<file path="config.mk">
export PLATFORM = sky130hd
export DESIGN_NAME = wakeup_controller
export DESIGN_NICKNAME = d
export VERILOG_FILES = /design/src/shared/wakeup_pkg.sv /design/src/hdl/slow_rate_gen.sv /design/src/hdl/tick_prescaler.sv /design/src/hdl/wakeup_controller.sv
export SDC_FILE = /design/constraint.sdc
export NUM_CORES = 1
export LEC_CHECK = 0
export ABC_AREA = 0
export BUFFER_PORTS_ARGS = -buffer_cell sky130_fd_sc_hd__buf_2
export CELL_PAD_IN_SITES_DETAIL_PLACEMENT = 0
export CELL_PAD_IN_SITES_GLOBAL_PLACEMENT = 2
export CORE_MARGIN = 3
export CORE_UTILIZATION = 29
export CTS_CLUSTER_SIZE = 8
export DETAILED_ROUTE_END_ITERATION = 8
export PLACE_DENSITY_LB_ADDON = 0.08
export SETUP_SLACK_MARGIN = 0.5
export SKIP_CTS_REPAIR_TIMING = 1
export SYNTH_ARGS = -nofsm -noshare
export SYNTH_HDL_FRONTEND = slang
export SYNTH_SLANG_ARGS = --single-unit
</file>
<file path="constraint.sdc">
create_clock -name aclk -period 5.5 [get_ports aclk]
set_input_delay 0.55 -clock aclk [delete_from_list [all_inputs] [get_ports aclk]]
set_output_delay 0.55 -clock aclk [all_outputs]
set_load 0.03 [all_outputs]
</file>
<file path="src/shared/wakeup_pkg.sv">
// Functional notes
// - countdown advances once per prescaler tick; code 0..7 divides 32.768 kHz by 1..65,536
// - upper reload byte is held until the lower byte is written, then both apply
// - when enabled, timer counts down from reload and raises a wake event at zero
// - status bit 0 shows live, unlatched, counter-at-zero condition
// - status bit 1 latches a timeout event until explicitly cleared
// - status bit 2 records a cold start and holds until cleared
// - writing 1 to flag-clear bit 0 clears timeout latch and cold-start flag
// - flag-clear bit 1 enables rc trim; status bit 5 shows trim finished
// - status bit 6 shows rc trim ended with error, valid only while trim enabled
// - status bit 4 shows crystal settled, meaningful only while crystal enabled
// - status bit 3 shows instantaneous crystal output level
// - lower config bit 4 picks timer source: 1 rc oscillator, 0 crystal
// - lower config bit 3 keeps backup ram powered during sleep when 1
// - lower config bit 0 arms wake-up on timeout; 0 blocks the wake-up
package wakeup_pkg;
	localparam int unsigned CLK_HZ  = 20_000_000;
	localparam int unsigned SLOW_HZ = 32_768;
	localparam int          PHASE_W = 25;
	localparam int          PRESC_W = 3;
	localparam int          COUNT_W = 16;

	// printed offsets are not all word aligned: they are indices, byte address is 4x
	localparam logic [9:0]  IDX_CFG_UPPER    = 10'h30c;
	localparam logic [9:0]  IDX_CFG_LOWER    = 10'h30d;
	localparam logic [9:0]  IDX_RELOAD_UPPER = 10'h30e;
	localparam logic [9:0]  IDX_RELOAD_LOWER = 10'h30f;
	localparam logic [9:0]  IDX_FLAG_CLEAR   = 10'h310;
	localparam logic [9:0]  IDX_STATUS       = 10'h311;
	localparam int          ADDR_W           = 12;

	localparam logic [7:0]  REG_RESET        = 8'h00;

	localparam int CFG_RC_EN   = 6;
	localparam int CFG_XO_EN   = 5;
	localparam int CFG_SRC_SEL = 4;
	localparam int CFG_BACKUP_RAM   = 3;
	localparam int CFG_ARM     = 0;
	localparam int CLR_FLAGS   = 0;
	localparam int CLR_TRIM    = 1;

	localparam logic [1:0]  RESP_OKAY   = 2'h0;
	localparam logic [1:0]  RESP_SLVERR = 2'h2;

	localparam logic [COUNT_W-1:0] SETTLE_EDGES_DEF = 16'h0400;
	localparam logic [COUNT_W-1:0] TRIM_TICKS_DEF   = 16'h0040;

	// divider minus one, per prescaler code
	function automatic logic [COUNT_W-1:0] div_last(input logic [PRESC_W-1:0] sel);
		case (sel)
			3'h0:    div_last = 16'h0000;
			3'h1:    div_last = 16'h0003;
			3'h2:    div_last = 16'h0007;
			3'h3:    div_last = 16'h000f;
			3'h4:    div_last = 16'h007f;
			3'h5:    div_last = 16'h03ff;
			3'h6:    div_last = 16'h1fff;
			default: div_last = 16'hffff;
		endcase
	endfunction

	typedef struct packed {
		logic live;
		logic latched;
		logic cold_start;
		logic xo_level;
		logic xo_settled;
		logic trim_done;
		logic trim_error;
	} wake_status_t;

	typedef struct packed {
		logic [7:0]         cfg_upper;
		logic [7:0]         cfg_lower;
		logic [7:0]         reload_pending;
		logic [COUNT_W-1:0] reload;
		logic [COUNT_W-1:0] count;
		logic               trim_en;
		logic               latched;
		logic               cold_start;
		logic               trim_done;
		logic               trim_error;
		logic [COUNT_W-1:0] trim_count;
		logic               xo_settled;
		logic [COUNT_W-1:0] settle_count;
		logic               xo_prev;
		logic               wake;
		logic               aw_held;
		logic [ADDR_W-1:0]  aw_addr;
		logic               w_held;
		logic [7:0]         w_data;
		logic               w_lane;
		logic               bvalid;
		logic [1:0]         bresp;
		logic               rvalid;
		logic [31:0]        rdata;
		logic [1:0]         rresp;
	} wake_state_t;
endpackage

</file>
<file path="src/hdl/slow_rate_gen.sv">
module slow_rate_gen
	import wakeup_pkg::*;
(
	input  wire logic aclk,
	input  wire logic aresetn,
	input  wire logic enable,
	output logic      tick
);
	typedef struct packed {
		logic [PHASE_W-1:0] phase;
		logic               tick;
	} rate_state_t;

	localparam logic [PHASE_W-1:0] STEP = PHASE_W'(SLOW_HZ);
	localparam logic [PHASE_W-1:0] WRAP = PHASE_W'(CLK_HZ);

	rate_state_t st;
	rate_state_t next_st;

	// fractional accumulator: average rate is exact, jitter is one aclk period
	always_comb begin
		next_st = st;
		next_st.tick = 1'b0;
		if (enable) begin
			if (st.phase + STEP >= WRAP) begin
				next_st.phase = st.phase + STEP - WRAP;
				next_st.tick = 1'b1;
			end else begin
				next_st.phase = st.phase + STEP;
			end
		end
	end

	always_ff @(posedge aclk) begin
		if (!aresetn)
			st <= '0;
		else
			st <= next_st;
	end

	assign tick = st.tick;
endmodule

</file>
<file path="src/hdl/tick_prescaler.sv">
module tick_prescaler
	import wakeup_pkg::*;
(
	input  wire logic               aclk,
	input  wire logic               aresetn,
	input  wire logic               tick_in,
	input  wire logic [PRESC_W-1:0] sel,
	output logic                    tick_out
);
	typedef struct packed {
		logic [COUNT_W-1:0] count;
		logic               tick;
	} presc_state_t;

	presc_state_t st;
	presc_state_t next_st;

	always_comb begin
		next_st = st;
		next_st.tick = 1'b0;
		if (tick_in) begin
			if (st.count >= div_last(sel)) begin
				next_st.count = '0;
				next_st.tick = 1'b1;
			end else begin
				next_st.count = st.count + 16'h0001;
			end
		end
	end

	always_ff @(posedge aclk) begin
		if (!aresetn)
			st <= '0;
		else
			st <= next_st;
	end

	assign tick_out = st.tick;
endmodule

</file>
<file path="src/hdl/wakeup_controller.sv">
module wakeup_controller
	import wakeup_pkg::*;
#(
	parameter logic [COUNT_W-1:0] SETTLE_EDGES = SETTLE_EDGES_DEF,
	parameter logic [COUNT_W-1:0] TRIM_TICKS   = TRIM_TICKS_DEF
) (
	input  wire logic              aclk,
	input  wire logic              aresetn,
	input  wire logic [ADDR_W-1:0] s_axil_awaddr,
	input  wire logic [2:0]        s_axil_awprot,
	input  wire logic              s_axil_awvalid,
	output logic                   s_axil_awready,
	input  wire logic [31:0]       s_axil_wdata,
	input  wire logic [3:0]        s_axil_wstrb,
	input  wire logic              s_axil_wvalid,
	output logic                   s_axil_wready,
	output logic [1:0]             s_axil_bresp,
	output logic                   s_axil_bvalid,
	input  wire logic              s_axil_bready,
	input  wire logic [ADDR_W-1:0] s_axil_araddr,
	input  wire logic [2:0]        s_axil_arprot,
	input  wire logic              s_axil_arvalid,
	output logic                   s_axil_arready,
	output logic [31:0]            s_axil_rdata,
	output logic [1:0]             s_axil_rresp,
	output logic                   s_axil_rvalid,
	input  wire logic              s_axil_rready,
	input  wire logic              crystal_raw_level,
	input  wire logic              sleep_state,
	output logic                   rc_osc_enable,
	output logic                   crystal_osc_enable,
	output logic                   backup_ram_sleep_power,
	output logic                   wake_request
);
	if (SETTLE_EDGES == '0 || TRIM_TICKS == '0) begin : g_bad_param
		$error("settle and trim counts must be nonzero");
	end

	localparam logic [ADDR_W-1:0] A_CFG_UPPER    = {IDX_CFG_UPPER, 2'b00};
	localparam logic [ADDR_W-1:0] A_CFG_LOWER    = {IDX_CFG_LOWER, 2'b00};
	localparam logic [ADDR_W-1:0] A_RELOAD_UPPER = {IDX_RELOAD_UPPER, 2'b00};
	localparam logic [ADDR_W-1:0] A_RELOAD_LOWER = {IDX_RELOAD_LOWER, 2'b00};
	localparam logic [ADDR_W-1:0] A_FLAG_CLEAR   = {IDX_FLAG_CLEAR, 2'b00};
	localparam logic [ADDR_W-1:0] A_STATUS       = {IDX_STATUS, 2'b00};

	wake_state_t  st;
	wake_state_t  next_st;
	wake_status_t stat;

	logic               rc_tick;
	logic               xo_tick;
	logic               src_tick;
	logic               timer_tick;
	logic               timeout_event;
	logic               wr_fire;
	logic               rd_fire;
	logic               wr_mapped;
	logic               wr_cfg_lower;
	logic               wr_rel_upper;
	logic               wr_rel_lower;
	logic               wr_clear;
	logic [7:0]         status_byte;
	logic [7:0]         rd_byte;
	logic               rd_mapped;

	assign rc_osc_enable      = st.cfg_lower[CFG_RC_EN];
	assign crystal_osc_enable = st.cfg_lower[CFG_XO_EN];

	slow_rate_gen u_rc_rate (
		.aclk    (aclk),
		.aresetn (aresetn),
		.enable  (st.cfg_lower[CFG_RC_EN]),
		.tick    (rc_tick)
	);

	// crystal input is synchronous to aclk, so a plain edge detect is safe
	assign xo_tick  = st.cfg_lower[CFG_XO_EN] && crystal_raw_level && !st.xo_prev;
	assign src_tick = st.cfg_lower[CFG_SRC_SEL] ? rc_tick : xo_tick;

	tick_prescaler u_presc (
		.aclk     (aclk),
		.aresetn  (aresetn),
		.tick_in  (src_tick),
		.sel      (st.cfg_upper[PRESC_W-1:0]),
		.tick_out (timer_tick)
	);

	// event is the step onto zero, so a held zero count does not retrigger
	assign timeout_event = timer_tick && (st.count == 16'h0001);

	assign stat.live       = (st.count == '0);
	assign stat.latched    = st.latched;
	assign stat.cold_start = st.cold_start;
	assign stat.xo_level   = crystal_raw_level;
	assign stat.xo_settled = st.xo_settled && st.cfg_lower[CFG_XO_EN];
	assign stat.trim_done  = st.trim_done && st.trim_en;
	assign stat.trim_error = st.trim_error && st.trim_en;

	assign status_byte = {1'b0, stat.trim_error, stat.trim_done, stat.xo_settled,
		stat.xo_level, stat.cold_start, stat.latched, stat.live};

	assign wr_fire      = st.aw_held && st.w_held && !st.bvalid;
	assign rd_fire      = s_axil_arvalid && !st.rvalid;
	assign wr_mapped    = st.aw_addr == A_CFG_UPPER || st.aw_addr == A_CFG_LOWER
		|| st.aw_addr == A_RELOAD_UPPER || st.aw_addr == A_RELOAD_LOWER
		|| st.aw_addr == A_FLAG_CLEAR;
	assign wr_cfg_lower = wr_fire && st.w_lane && st.aw_addr == A_CFG_LOWER;
	assign wr_rel_upper = wr_fire && st.w_lane && st.aw_addr == A_RELOAD_UPPER;
	assign wr_rel_lower = wr_fire && st.w_lane && st.aw_addr == A_RELOAD_LOWER;
	assign wr_clear     = wr_fire && st.w_lane && st.aw_addr == A_FLAG_CLEAR
		&& st.w_data[CLR_FLAGS];

	// write-only registers read as zero; flag-clear reads back the trim enable only
	always_comb begin
		rd_byte = 8'h00;
		rd_mapped = 1'b1;
		case (s_axil_araddr)
			A_CFG_UPPER, A_CFG_LOWER, A_RELOAD_UPPER, A_RELOAD_LOWER: rd_byte = 8'h00;
			A_FLAG_CLEAR: rd_byte = {6'h00, st.trim_en, 1'b0};
			A_STATUS:     rd_byte = status_byte;
			default:      rd_mapped = 1'b0;
		endcase
	end

	always_comb begin
		next_st = st;
		next_st.xo_prev = crystal_raw_level;
		next_st.wake = 1'b0;

		// write address and data are taken independently, then answered together
		if (s_axil_awvalid && !st.aw_held && !st.bvalid) begin
			next_st.aw_held = 1'b1;
			next_st.aw_addr = s_axil_awaddr;
		end
		if (s_axil_wvalid && !st.w_held && !st.bvalid) begin
			next_st.w_held = 1'b1;
			next_st.w_data = s_axil_wdata[7:0];
			next_st.w_lane = s_axil_wstrb[0];
		end
		if (wr_fire) begin
			next_st.aw_held = 1'b0;
			next_st.w_held = 1'b0;
			next_st.bvalid = 1'b1;
			next_st.bresp = wr_mapped ? RESP_OKAY : RESP_SLVERR;
			if (st.w_lane) begin
				case (st.aw_addr)
					A_CFG_UPPER:    next_st.cfg_upper = st.w_data;
					A_CFG_LOWER:    next_st.cfg_lower = st.w_data;
					A_RELOAD_UPPER: next_st.reload_pending = st.w_data;
					A_RELOAD_LOWER: next_st.reload = {st.reload_pending, st.w_data};
					A_FLAG_CLEAR:   next_st.trim_en = st.w_data[CLR_TRIM];
					default:        next_st.bresp = RESP_SLVERR;
				endcase
			end
		end
		if (st.bvalid && s_axil_bready)
			next_st.bvalid = 1'b0;

		if (rd_fire) begin
			next_st.rvalid = 1'b1;
			next_st.rdata = {24'h00_0000, rd_byte};
			next_st.rresp = rd_mapped ? RESP_OKAY : RESP_SLVERR;
		end else if (st.rvalid && s_axil_rready) begin
			next_st.rvalid = 1'b0;
		end

		// countdown: reload write restarts it; at zero the next tick reloads
		if (wr_rel_lower) begin
			next_st.count = {st.reload_pending, st.w_data};
		end else if (timer_tick) begin
			if (st.count == '0)
				next_st.count = st.reload;
			else
				next_st.count = st.count - 16'h0001;
		end

		// set wins over a clear in the same cycle
		if (wr_clear) begin
			next_st.latched = 1'b0;
			next_st.cold_start = 1'b0;
		end
		if (timeout_event) begin
			next_st.latched = 1'b1;
			next_st.wake = st.cfg_lower[CFG_ARM];
		end

		// crystal settle: count edges after enable
		if (!st.cfg_lower[CFG_XO_EN]) begin
			next_st.settle_count = '0;
			next_st.xo_settled = 1'b0;
		end else if (xo_tick && !st.xo_settled) begin
			next_st.settle_count = st.settle_count + 16'h0001;
			next_st.xo_settled = (st.settle_count + 16'h0001 >= SETTLE_EDGES);
		end

		// rc trim: runs for a fixed number of rc ticks; no rc oscillator means error
		if (!st.trim_en) begin
			next_st.trim_count = '0;
			next_st.trim_done = 1'b0;
			next_st.trim_error = 1'b0;
		end else if (!st.trim_done) begin
			if (!st.cfg_lower[CFG_RC_EN]) begin
				next_st.trim_done = 1'b1;
				next_st.trim_error = 1'b1;
			end else if (rc_tick) begin
				next_st.trim_count = st.trim_count + 16'h0001;
				next_st.trim_done = (st.trim_count + 16'h0001 >= TRIM_TICKS);
			end
		end
	end

	always_ff @(posedge aclk) begin
		if (!aresetn) begin
			st <= '0;
			st.cfg_upper <= REG_RESET;
			st.cfg_lower <= REG_RESET;
			st.cold_start <= 1'b1;
		end else begin
			st <= next_st;
		end
	end

	// backup ram loses power in sleep unless kept on
	assign backup_ram_sleep_power = !sleep_state || st.cfg_lower[CFG_BACKUP_RAM];
	assign wake_request   = st.wake;
	assign s_axil_awready = !st.aw_held && !st.bvalid;
	assign s_axil_wready  = !st.w_held && !st.bvalid;
	assign s_axil_bvalid  = st.bvalid;
	assign s_axil_bresp   = st.bresp;
	assign s_axil_arready = !st.rvalid;
	assign s_axil_rvalid  = st.rvalid;
	assign s_axil_rdata   = st.rdata;
	assign s_axil_rresp   = st.rresp;
endmodule

</file>
After elaboration in Yosys (flattened, before gate mapping)

Cells that the tools add are included.

Magnitude comparators: 4
Equal/unequal tests: 18
Muxes and demuxes: 26
Add/subtract/negate cells: 6
Reduce and logical (&&, ||, !) cells: 55
Bitwise operators: 3

Operators with widths:

| cell                                                                | number |
|---|---|
| equality test 12 bit, second input constant                         | 11 |
| two-way mux 16 bit                                                  | 7 |
| case mux 16 bit (7 select lines)                                    | 1 |
| adder 16 x 1 -> 16 bit, second input constant                       | 3 |
| adder 25 x 16 -> 25 bit, second input constant                      | 1 |
| greater-or-equal comparator 25 bit, second input constant           | 1 |
| two-way mux 25 bit                                                  | 1 |
| subtractor 25 bit, second input constant                            | 1 |
| logical AND 1 bit                                                   | 22 |
| two-way mux 18 bit                                                  | 1 |
| AND reduction 3 bit                                                 | 6 |
| equality test 16 x 1 -> 1 bit, second input constant                | 1 |
| greater-or-equal comparator 16 x 11 -> 1 bit, second input constant | 1 |
| greater-or-equal comparator 16 bit                                  | 1 |
| greater-or-equal comparator 16 x 7 -> 1 bit, second input constant  | 1 |
| zero test 16 bit                                                    | 1 |
| subtractor 16 x 1 -> 16 bit, second input constant                  | 1 |
| case mux 7 bit (2 select lines)                                     | 1 |
| AND reduction 2 bit                                                 | 6 |
| two-way mux 1 bit                                                   | 10 |
| two-way mux 2 bit                                                   | 5 |
| equality test 3 bit, second input constant                          | 3 |
| zero test 1 bit                                                     | 7 |
| equality test 3 x 2 -> 1 bit, second input constant                 | 2 |
| other kinds (8)                                                     | 17 |

Flip-flop bits (word level): 170
Logic and storage cells: 141
Output and inout bits: 45

Depth between registers and ports, before layout

Gate-level depths: netlist of run 1.

Depth in word-level cells: 8
Depth in mapped cells: 11

Cells and area by module

A second synthesis of run 1 with hierarchy kept.

Cell total of the unflattened synthesis: 1,046
Area total of the unflattened synthesis: 8,717.1 um2

Modules (own cells, without submodules):

| module            | cells an instance | sequential area each (um2) | area an instance (um2) | times used |
|---|---|---|---|---|
| wakeup_controller | 722               | 2,442.3                    | 6,033.3                | 1 |
| slow_rate_gen     | 193               | 360.3                      | 1,557.7                | 1 |
| tick_prescaler    | 131               | 340.3                      | 1,126.1                | 1 |

Least setup slack after synthesis of run 1

No wires, ideal clock.

Kind: register to register
From: reg u_rc_rate.st[16] (netlist name)
To: reg u_rc_rate.st[23] (netlist name)
Path slack: 3,068 ps
Library setup time: 72 ps
Cell stages (with the launch flop): 10
Arrival time: 2,360 ps
Period minus slack after synthesis: 2,432 ps
Buffers on the path: 1
Cells stage by stage: dfxtp_1 > inv_1 > ha_1 > nor4bb_1 > a41oi_1 > a21o_1 > buf_2 > a211oi_1 > mux2i_1 > mux2i_1

Word-level cells in the longest chain between the ends: 3

Ends and longest elaborated chain:

| element                                                                        | RTL line                                                      | text |
|---|---|---|
| from (decl)                                                                    | slow_rate_gen.sv:17                                           | `rate_state_t st;` |
| from (signal assigned)                                                         | slow_rate_gen.sv:38                                           | `st <= next_st;` |
| adder 25 x 16 -> 25 bit (*)                                                    | slow_rate_gen.sv:25, slow_rate_gen.sv:26, slow_rate_gen.sv:29 |  |
| subtractor 25 bit / greater-or-equal comparator 25 bit (equally long branches) | slow_rate_gen.sv:26, slow_rate_gen.sv:25                      |  |
| two-way mux 25 bit (*)                                                         | slow_rate_gen.sv:25                                           | `if (st.phase + STEP >= WRAP) begin` |

Mark *: on every way between the ends. The rest lies on a longest branch, timed or not.
A chain may end at the register's enable or synchronous reset.

Worst setup path in the final report of run 1

From: reg u_rc_rate.st[17] (netlist name)
To: reg u_rc_rate.st[18] (netlist name)

The elaborated chain is that of the path after synthesis.

==> impl_metrics.yaml, run 1 <==
synthesis:
  synth-edff-count: 0
  synthTopCellsByArea: "dfxtp_1 (37%), nand2_1 (7.8%), a21boi_0 (4.0%)"
  synth_top_cell_by_area: "dfxtp_1"
  syn-cell-area_um2: 8426
  async_flop_share: 0
  synth_commonest_cells: "nand2_1 (174), dfxtp_1 (157), nor2_1 (70)"
  synth_seq_area_share: 0.3730
  ys_warn_count: 0
  synth-seq-cells: 157
  synth.most_common_cell: "nand2_1"
  netlist.area_leader.share: 0.3730
  synthFlopType: "dfxtp_1"
  syn_inst: 1030
  avgSynthCellArea_um2: 8.180
  synth_cell_types: 71
sta:
  tightest_slew_ns: 0.8842
  rsz0062_at_grt: "false"
  max_slew_margin: 0.4051
  finalCriticalPeriod_ns: 3.085
  period_share: 0.5610
  final_max_slew_viol_count: 0
  setup_viol: 0
  hold_viol: 0
  hold_slack_ns: 0.3609
  fin_tns_setup_ns: 0
  max_freq_mhz: 324.1
  fin_worst_skew_ns: 0.01278
floorplan:
  rows: 61
  initial_core_util: 0.2984
  core_area_um2: 28240
  die_area_um2: 31130
  dieHeight_um: 176.5
  ios: 120
  die_width_um: 176.5
place:
  place_congestion: 0.7350
  dp_hpwl_um: 14950
  port_buffers: 59
drt:
  via_count: 6836
  drt_iter0_markers: 359
  wl_um: 21550
  drc: 0
  via_per_inst: 4.744
  dr.pass1.iters: 5
  antenna_left: 0
  routedWlPerCell_um: 14.95
clocking:
  cts_root_buf: "clkbuf_16"
  numClockSinks: 157
  cts_tree: "built"
  clkTransAtPathRegs_ns: 0.07
  clock_path_buffers: 2
  cts_buffers: 17
  htreeDepth: 4
  worstSkewPairLatency_ns: 0.43
global_routing:
  grt_first_pass_wirelength_um: 35670
  antenna_found_initial: 0
  grtUsageTotal: 0.1425
  grt_overflow: 0
  grt_pass1_vias: 6624
  grt_max_degree: 88
critical_path:
  cp-end-kind: "flip-flop"
  arrival_ns: 3.45
  worstPathRequired_ns: 5.86
  critPathKind: "reg -> reg"
  cp-start-kind: "flip-flop"
  crit_fanout: 11
pwr:
  p_sw_frac: 0.2479
  internal_power_w: 0.001851
  power_switching_w: 0.0006101
  power_density_nw_per_um2: 261.6
  p_clk_frac: 0.479
  ir_worst_vdd_uv: 181.9
  p_seq_frac: 0.474
  power.leakage_nw: 3.566
  p_comb_frac: 0.046
outcome:
  status: "finished, final reports clean"
finish:
  drive_above_1_share: 0.1101
  n_antenna_cell: 0
  syn2layout_area_growth_pct: 11.69
  final_nets: 1148
flow_run:
  drv_cap: 0
worst_hold_path:
  hp-class: "in -> reg"
## per-stage QoR
step	util	total power, W	worst slack [ns]	cell area [um2]	cells
after floorplan	-	0.001282	3.068	8523	1056
after detailed placement	0.3127	0.001309	2.450	8831	1409
after global routing	0.3332	0.002571	2.134	9410	1441
after CTS	0.3332	0.002509	2.414	9410	1441
final	0.3332	0.002461	2.415	9410	1441
after global placement	0.3127	0.001309	2.379	8831	1409
## power by group through the flow
stage / Clock, W / Combinational, W / Sequential, W
6_report: 0.00118 / 0.000113 / 0.00117
5_1_grt: 0.00128 / 0.000126 / 0.00117
4_1_cts: 0.00123 / 0.000115 / 0.00117
3_5_place_dp: 0 / 0.000115 / 0.00119
3_3_place_gp: 0 / 0.000115 / 0.00119
2_1_floorplan: 0 / 0.0000954 / 0.00119
## cells by family (layout without fill, tap and decap cells)
| family | Yosys count | in the layout | share of synthesized area |
|---|---|---|---|
| adder cells (fa/ha/maj) | 23 | 23 | 0.03416 |
| other | 1 | 27 | 0.0004451 |
| buffers and inverters | 112 | 119 | 0.07039 |
| multiplexers | 24 | 24 | 0.02881 |
| XOR/XNOR | 60 | 60 | 0.06237 |
| AO/OA/AOI/OAI | 221 | 221 | 0.1822 |
| flip-flops | 157 | 157 | 0.3730 |
| AND/OR/NAND/NOR | 432 | 432 | 0.2486 |
## cell type report
| type | instances | area [um2] |
|---|---|---|
| repair buffers | 63 | 327.8 |
| clock inverters | 10 | 105.1 |
| fillers | 3047 | 18830 |
| well taps | 378 | 473.0 |
| flip-flops and latches | 157 | 3143 |
| clock buffers | 22 | 474.2 |
| inverters | 24 | 90.09 |
| multi-input cells | 787 | 4797 |
## critical path, stage by stage (launching register included)
cell      delay (ns)
dfxtp_1         0.55
ha_1            0.45
nand4_1         0.27
nor4b_1         0.40
a311oi_2        0.13
a21o_1          0.35
a211oi_1        0.43
mux2i_1         0.26
mux2i_1         0.19
## layout by cell type (no fill, tap or decap), types with 6 or more instances in the layout
master,count
clkbuf_16,17
nor2b_1,24
mux2i_1,22
conb_1,27
a21o_1,10
nand2_1,174
o21ai_0,33
o211a_1,11
nand3_1,35
o21a_1,6
nor4_1,7
and3_1,15
buf_2,58
and2_1,19
a211oi_1,6
xor2_1,29
xnor2_1,31
a21oi_1,42
nor2_1,70
nand4_1,20
o211ai_1,10
inv_1,23
ha_1,23
a31oi_1,9
nor3_1,19
a21boi_0,45
or3_1,10
dfxtp_1,157
nand2b_1,9
## sequential cells by signal, indices dropped and copies added, names as in the netlist
register	cells
crystal_osc_enable	1
u_presc.st	16
rc_osc_enable	1
s_axil_bresp	1
u_rc_rate.tick	1
wake_request	1
st	108
u_rc_rate.st	17
s_axil_rresp	1
s_axil_rvalid	1
s_axil_bvalid	1
u_presc.tick_out	1
s_axil_rdata	7
## per-layer routing
metal  global-route usage  vias to the layer above  wire length (um)  part of all wire
li1                     -                     3567                 -                 -
met1               0.1924                     3166             10670              0.50
met2               0.2312                       85              9980              0.46
met3              0.02817                       18               616             0.029
met4              0.04124                        0               283             0.013
met5                    0                        -                 0                 0
## path summary, 6_finish.rpt
check                                       from               end  slack, ns  cells past startpoint
worst max register to register  u_rc_rate.st[17]  u_rc_rate.st[18]       2.41                      8
worst max-delay path            u_rc_rate.st[17]  u_rc_rate.st[18]       2.41                      8
worst min register to register            st[98]            st[98]       0.44                      2
worst min-delay path             s_axil_wdata[7]            st[46]       0.36                      3
Power figures use the tool's default switching activity.
==> run 2, diff against run 1 <==
- ABC_AREA: 0 -> 1
- clock period: 5.5 -> 3.24 ns (I/O delays scaled with it)
==> run 2 against run 1 <==
Effect of this change:
- clock power increased by 75%
- setup slack lost 1.6 ns
- global-route usage increased by 0.65 points
- register-to-register slack got worse by 1.6 ns
- sequential cell count did not move
- synthesized cell count grew 20%
- critical path type unchanged
- highest routed layer is now met5
==> impl_metrics.yaml, run 2 <==
outcome:
  status: "finished, final reports clean"
finish:
  final_common_cell: "nand2_1"
  regMostFlops: "st"
  n_antenna_cell: 0
  drive_above_1_share: 0.09969
  syn2layout_area_growth_pct: 13.61
  reg_top3: "st: 108 flops, u_rc_rate.st: 17 flops, u_presc.st: 16 flops"
  final_cell_mix: "nand2_1 (226), nor2_1 (165), inv_1 (156), dfxtp_1 (156), a21oi_1 (115)"
  largest_reg_flops: 108
  final_nets: 1379
  fillers: 3172
  postLayoutCoreUtil: 0.3392
clocking:
  numClockSinks: 157
  cts_root_buf: "clkbuf_16"
  clkTransAtPathRegs_ns: 0.07
  clock_path_buffers: 2
  htreeDepth: 4
  cts_tree: "built"
  worstSkewPairLatency_ns: 0.43
  cts_buffers: 17
synthesis:
  async_flop_share: 0
  synth_commonest_cells: "nand2_1 (227), nor2_1 (165), dfxtp_1 (157), inv_1 (157), a21oi_1 (115)"
  synthFlopType: "dfxtp_1"
  synthTopCellsByArea: "dfxtp_1 (37%), nand2_1 (10%), nor2_1 (7.3%)"
  synth_top_cell_by_area: "dfxtp_1"
  synth_cell_types: 45
  synth_seq_area_share: 0.3728
  netlist.area_leader.share: 0.3728
  synth-seq-cells: 157
  avgSynthCellArea_um2: 6.838
  ys_warn_count: 0
  syn-cell-area_um2: 8432
  syn_inst: 1233
  synth-edff-count: 0
  synth.most_common_cell: "nand2_1"
pwr:
  power_density_nw_per_um2: 449.1
  ir_worst_vdd_uv: 324.4
  power.leakage_nw: 3.993
drt:
  drt_iter0_markers: 287
  wl_um: 22550
  drc: 0
  routedWlPerCell_um: 13.49
  via_per_inst: 4.462
  via_count: 7460
  antenna_left: 0
  dr.pass1.iters: 4
critical_path:
  cp-start-kind: "flip-flop"
  critPathKind: "reg -> reg"
  cp-end-kind: "flip-flop"
  arrival_ns: 2.67
  worst-r2r-setup-slack_ns: 0.85
  worstPathRequired_ns: 3.52
  crit_fanout: 23
floorplan:
  core_area_um2: 28240
  initial_core_util: 0.2986
  die_width_um: 176.5
  rows: 61
  dieHeight_um: 176.5
  ios: 120
  die_area_um2: 31160
sta:
  finalCriticalPeriod_ns: 2.388
  rsz0062_at_grt: "false"
  final_max_slew_viol_count: 0
  period_share: 0.7371
  fin_tns_setup_ns: 0
  max_freq_mhz: 418.7
  setup_viol: 0
  fin_worst_skew_ns: 0.01466
  tightest_slew_ns: 0.7129
  hold_viol: 0
  max_slew_margin: 0.5240
place:
  dp_hpwl_um: 16490
  port_buffers: 59
  place_congestion: 0.7420
global_routing:
  grt_max_degree: 43
  grt_overflow: 0
  antenna_found_initial: 1
  grt_first_pass_wirelength_um: 37590
  grt_pass1_vias: 7261
  grtUsageTotal: 0.1489
worst_hold_path:
  hp-class: "in -> reg"
flow_run:
  drv_cap: 0
[run 2: layer usage]
metal | routed length [um] | global-route usage | part of all wire | vias up
met5 | 13 | 0 | 0.00058 | -
met4 | 238 | 0.03273 | 0.011 | 2
met3 | 816 | 0.03118 | 0.036 | 15
met2 | 9925 | 0.2418 | 0.44 | 104
met1 | 11560 | 0.2042 | 0.51 | 3303
li1 | - | - | - | 4036
[run 2: path summary, 6_finish.rpt]
path / cells past startpoint / start / endpoint
worst max register to register: 9 / s_axil_bvalid / st[104]
worst min-delay path: 2 / s_axil_bready / s_axil_bvalid
worst min register to register: 2 / st[139] / st[139]
worst max-delay path: 9 / s_axil_bvalid / st[104]
[run 2: cell families (layout without fill, tap and decap cells)]
kind of cell | count (synthesis) | in the layout | share of synthesized area
DFF | 157 | 157 | 0.3728
buffers and inverters | 227 | 262 | 0.1195
and+or+nand+nor | 548 | 548 | 0.2815
other | 1 | 27 | 0.0004447
adders and majority gates | 23 | 23 | 0.03413
AOI/OAI and AO/OA | 240 | 240 | 0.1533
xor gates and xnor gates | 37 | 37 | 0.03843
[run 2: area by class of cell]
type                            instances  area, um2  share of cell area
Clock inverter                         15      167.7             0.01750
Inverter                              161      604.3             0.06309
Sequential cell                       157       3144              0.3282
Timing Repair Buffer                   69      382.9             0.03997
Tap cell                              378      473.0             0.04937
Multi-Input combinational cell        875       4382              0.4574
Clock buffer                           17      425.4             0.04441
[run 2: critical path: stages, from the launching register on]
cell      delay (ns)
dfxtp_1         0.37
nor2_1          0.12
nand2_1         0.11
nor2_1          0.33
nand3_1         0.12
buf_4           0.24
nand2_1         0.27
inv_1           0.30
a211oi_1        0.31
nor2_1          0.06
[run 2: power by group]
part	total (W)	internal, W	switching [W]
clock network	0.00207	0.00111	0.000963
logic	0.000239	0.0000656	0.000174
registers	0.00199	0.00196	0.0000287
total	0.00430	0.00314	0.00117
[run 2: through the flow]
stage / hold WS (ns) / total power (W) / setup WS [ns] / instances / instance area, um2
6_report: 0.08581 / 0.004302 / 0.8519 / 1672 / 9579
5_1_grt: 0.07368 / 0.004517 / 0.5296 / 1672 / 9579
4_1_cts: 0.06727 / 0.004392 / 0.6344 / 1672 / 9575
3_5_place_dp: 0.4366 / 0.002282 / 0.6385 / 1640 / 8982
3_3_place_gp: 0.4337 / 0.002283 / 0.6793 / 1640 / 8982
2_1_floorplan: 0.4175 / 0.002223 / 1.173 / 1259 / 8529
==> run 3, diff against run 2 <==
- clock period: 3.24 -> 2.3 ns (I/O delays scaled with it)
==> run 3 against run 2 <==
Effect of this change:
- non-clock buffer count is 58 higher
- clock power grew 40%
- sequential power up 41%
- design area increased by 14%
- count of clock-buffer cells in the layout increased by 1
- clock skew is 0.00084 ns lower
- setup slack worse by 0.56 ns
- routed wire length up 3.7%
- cell count up 3.6%
- global-route usage shrank 0.24 points
- sequential share of layout area fell by 3.5 points
- fmax grew 19%
==> impl_metrics.yaml, run 3 (synthesis results as in run 2) <==
critical_path:
  arrival_ns: 2.33
  worst-r2r-setup-slack_ns: 0.29
  worstPathRequired_ns: 2.62
  worst_r2r_endpoint: "u_presc.st[15]"
  startpoint: "st[151]"
  reg2reg_from: "st[151]"
  cp-start-kind: "flip-flop"
  cp-end-kind: "flip-flop"
  crit_end: "u_presc.st[15]"
  reg2reg_depth: 13
  crit_fanout: 8
  critPathKind: "reg -> reg"
finish:
  multi_input_area_um2: 5124
  seq_area_um2: 3191
  drive_above_1_share: 0.2541
  syn2layout_area_growth_pct: 29.00
  reg_top3: "st: 108 flops, u_rc_rate.st: 17 flops, u_presc.st: 16 flops"
  fillers: 3087
  final_nets: 1439
  regMostFlops: "st"
  postLayoutCoreUtil: 0.3852
  n_antenna_cell: 0
  largest_reg_flops: 108
  final_common_cell: "nand2_1"
  final_cell_mix: "nand2_1 (192), inv_1 (143), dfxtp_1 (135), nor2_1 (133), a21oi_1 (108)"
clocking:
  numClockSinks: 157
  cts_buffers: 17
  clkTransAtPathRegs_ns: 0.07
  worstSkewPairLatency_ns: 0.43
  htreeDepth: 4
  cts_root_buf: "clkbuf_16"
  cts_tree: "built"
  clock_path_buffers: 2
global_routing:
  antenna_found_initial: 0
  grt_first_pass_wirelength_um: 37210
  grtUsageTotal: 0.1465
  grt_max_degree: 41
  grt_overflow: 0
  grt_pass1_vias: 7330
floorplan:
  rows: 61
  die_width_um: 176.5
  core_area_um2: 28240
  die_area_um2: 31160
  dieHeight_um: 176.5
  initial_core_util: 0.2986
  ios: 120
pwr:
  power.leakage_nw: 4.478
  ir_worst_vdd_uv: 434.8
  power_density_nw_per_um2: 557.6
sta:
  hold_viol: 0
  rsz0062_at_grt: "true"
  fin_worst_skew_ns: 0.01382
  final_max_slew_viol_count: 0
  max_freq_mhz: 497.8
  period_share: 0.8734
  finalCriticalPeriod_ns: 2.009
  setup_viol: 0
  setup_ws_ns: 0.2911
  fin_tns_setup_ns: 0
drt:
  drc: 0
  drt_iter0_markers: 396
  dr.pass1.iters: 4
  via_per_inst: 4.524
  routedWlPerCell_um: 13.51
  via_count: 7835
  wl_um: 23390
  antenna_left: 0
place:
  dp_hpwl_um: 16850
  place_congestion: 0.7648
  pre_cts_slack_ns: 0.1671
  port_buffers: 59
outcome:
  status: "finished, final reports clean"
flow_run:
  drv_cap: 0
worst_hold_path:
  hp-class: "in -> reg"
  whs_path_depth: 3
==> run 3: cell count changes in the layout (fill, tap and decap cells not counted), moves of 21 or more <==
cell,delta
nand2_1,-34
buf_4,+47
nand3_2,+22
nor2_1,-32
dfxtp_1,-21
nand3_1,-29
nor2_2,+22
==> run 3: metal layers <==
layer	up-vias	wire, um	track usage
met5	-	0	0
met4	0	265	0.03764
met3	18	728	0.02796
met2	96	10760	0.2392
met1	3552	11640	0.1992
li1	4169	-	-
==> run 3: layout make-up <==
type                       count  share of cell area
timing repair buffer         127             0.08087
sequential                   157              0.2933
inverter                     161             0.05660
tap                          378             0.04348
clock inverter                14             0.01323
clock buffer                  18             0.04141
multi-input combinational    877              0.4711
==> run 3: worst min-delay path by stage <==
stage	from	to	slack, ns
after floorplan	crystal_raw_level	st[62]	0.32
after global placement	s_axil_bready	s_axil_bvalid	0.42
after detailed placement	s_axil_bready	s_axil_bvalid	0.42
after CTS	s_axil_bready	s_axil_bvalid	-0.04
after global routing	s_axil_awaddr[0]	st[48]	0.06
final	s_axil_awaddr[1]	st[49]	0.05
==> run 3: metrics by stage <==
| step | hold slack [ns] | power [W] | instances | area (um2) |
|---|---|---|---|---|
| after floorplan | 0.3235 | 0.003130 | 1259 | 8607 |
| after global placement | 0.4185 | 0.003220 | 1666 | 9236 |
| after detailed placement | 0.4237 | 0.003222 | 1666 | 9236 |
| after CTS | -0.03943 | 0.006166 | 1698 | 9831 |
| after global routing | 0.06025 | 0.006323 | 1732 | 10880 |
| final | 0.05495 | 0.006065 | 1732 | 10880 |
==> run 3: worst max-delay path, stage by stage, from the launching register on <==
cell	delay, ns
dfxtp_4	0.40
nand3_4	0.12
ha_4	0.29
nand2_2	0.05
inv_2	0.05
nand3_2	0.06
inv_2	0.07
nand2_2	0.07
a211oi_4	0.27
nand3_2	0.13
nand3_2	0.11
nand2_4	0.11
nand2_8	0.13
nor2_1	0.06
==> run 3: report_power, final <==
| group | switching [W] | total [W] | leakage (nW) | internal [W] |
|---|---|---|---|---|
| Clock | 0.00130 | 0.00289 | 0.293 | 0.00160 |
| Combinational | 0.000262 | 0.000368 | 2.90 | 0.000106 |
| Sequential | 0.0000429 | 0.00280 | 1.28 | 0.00276 |
| Total | 0.00160 | 0.00606 | 4.48 | 0.00446 |
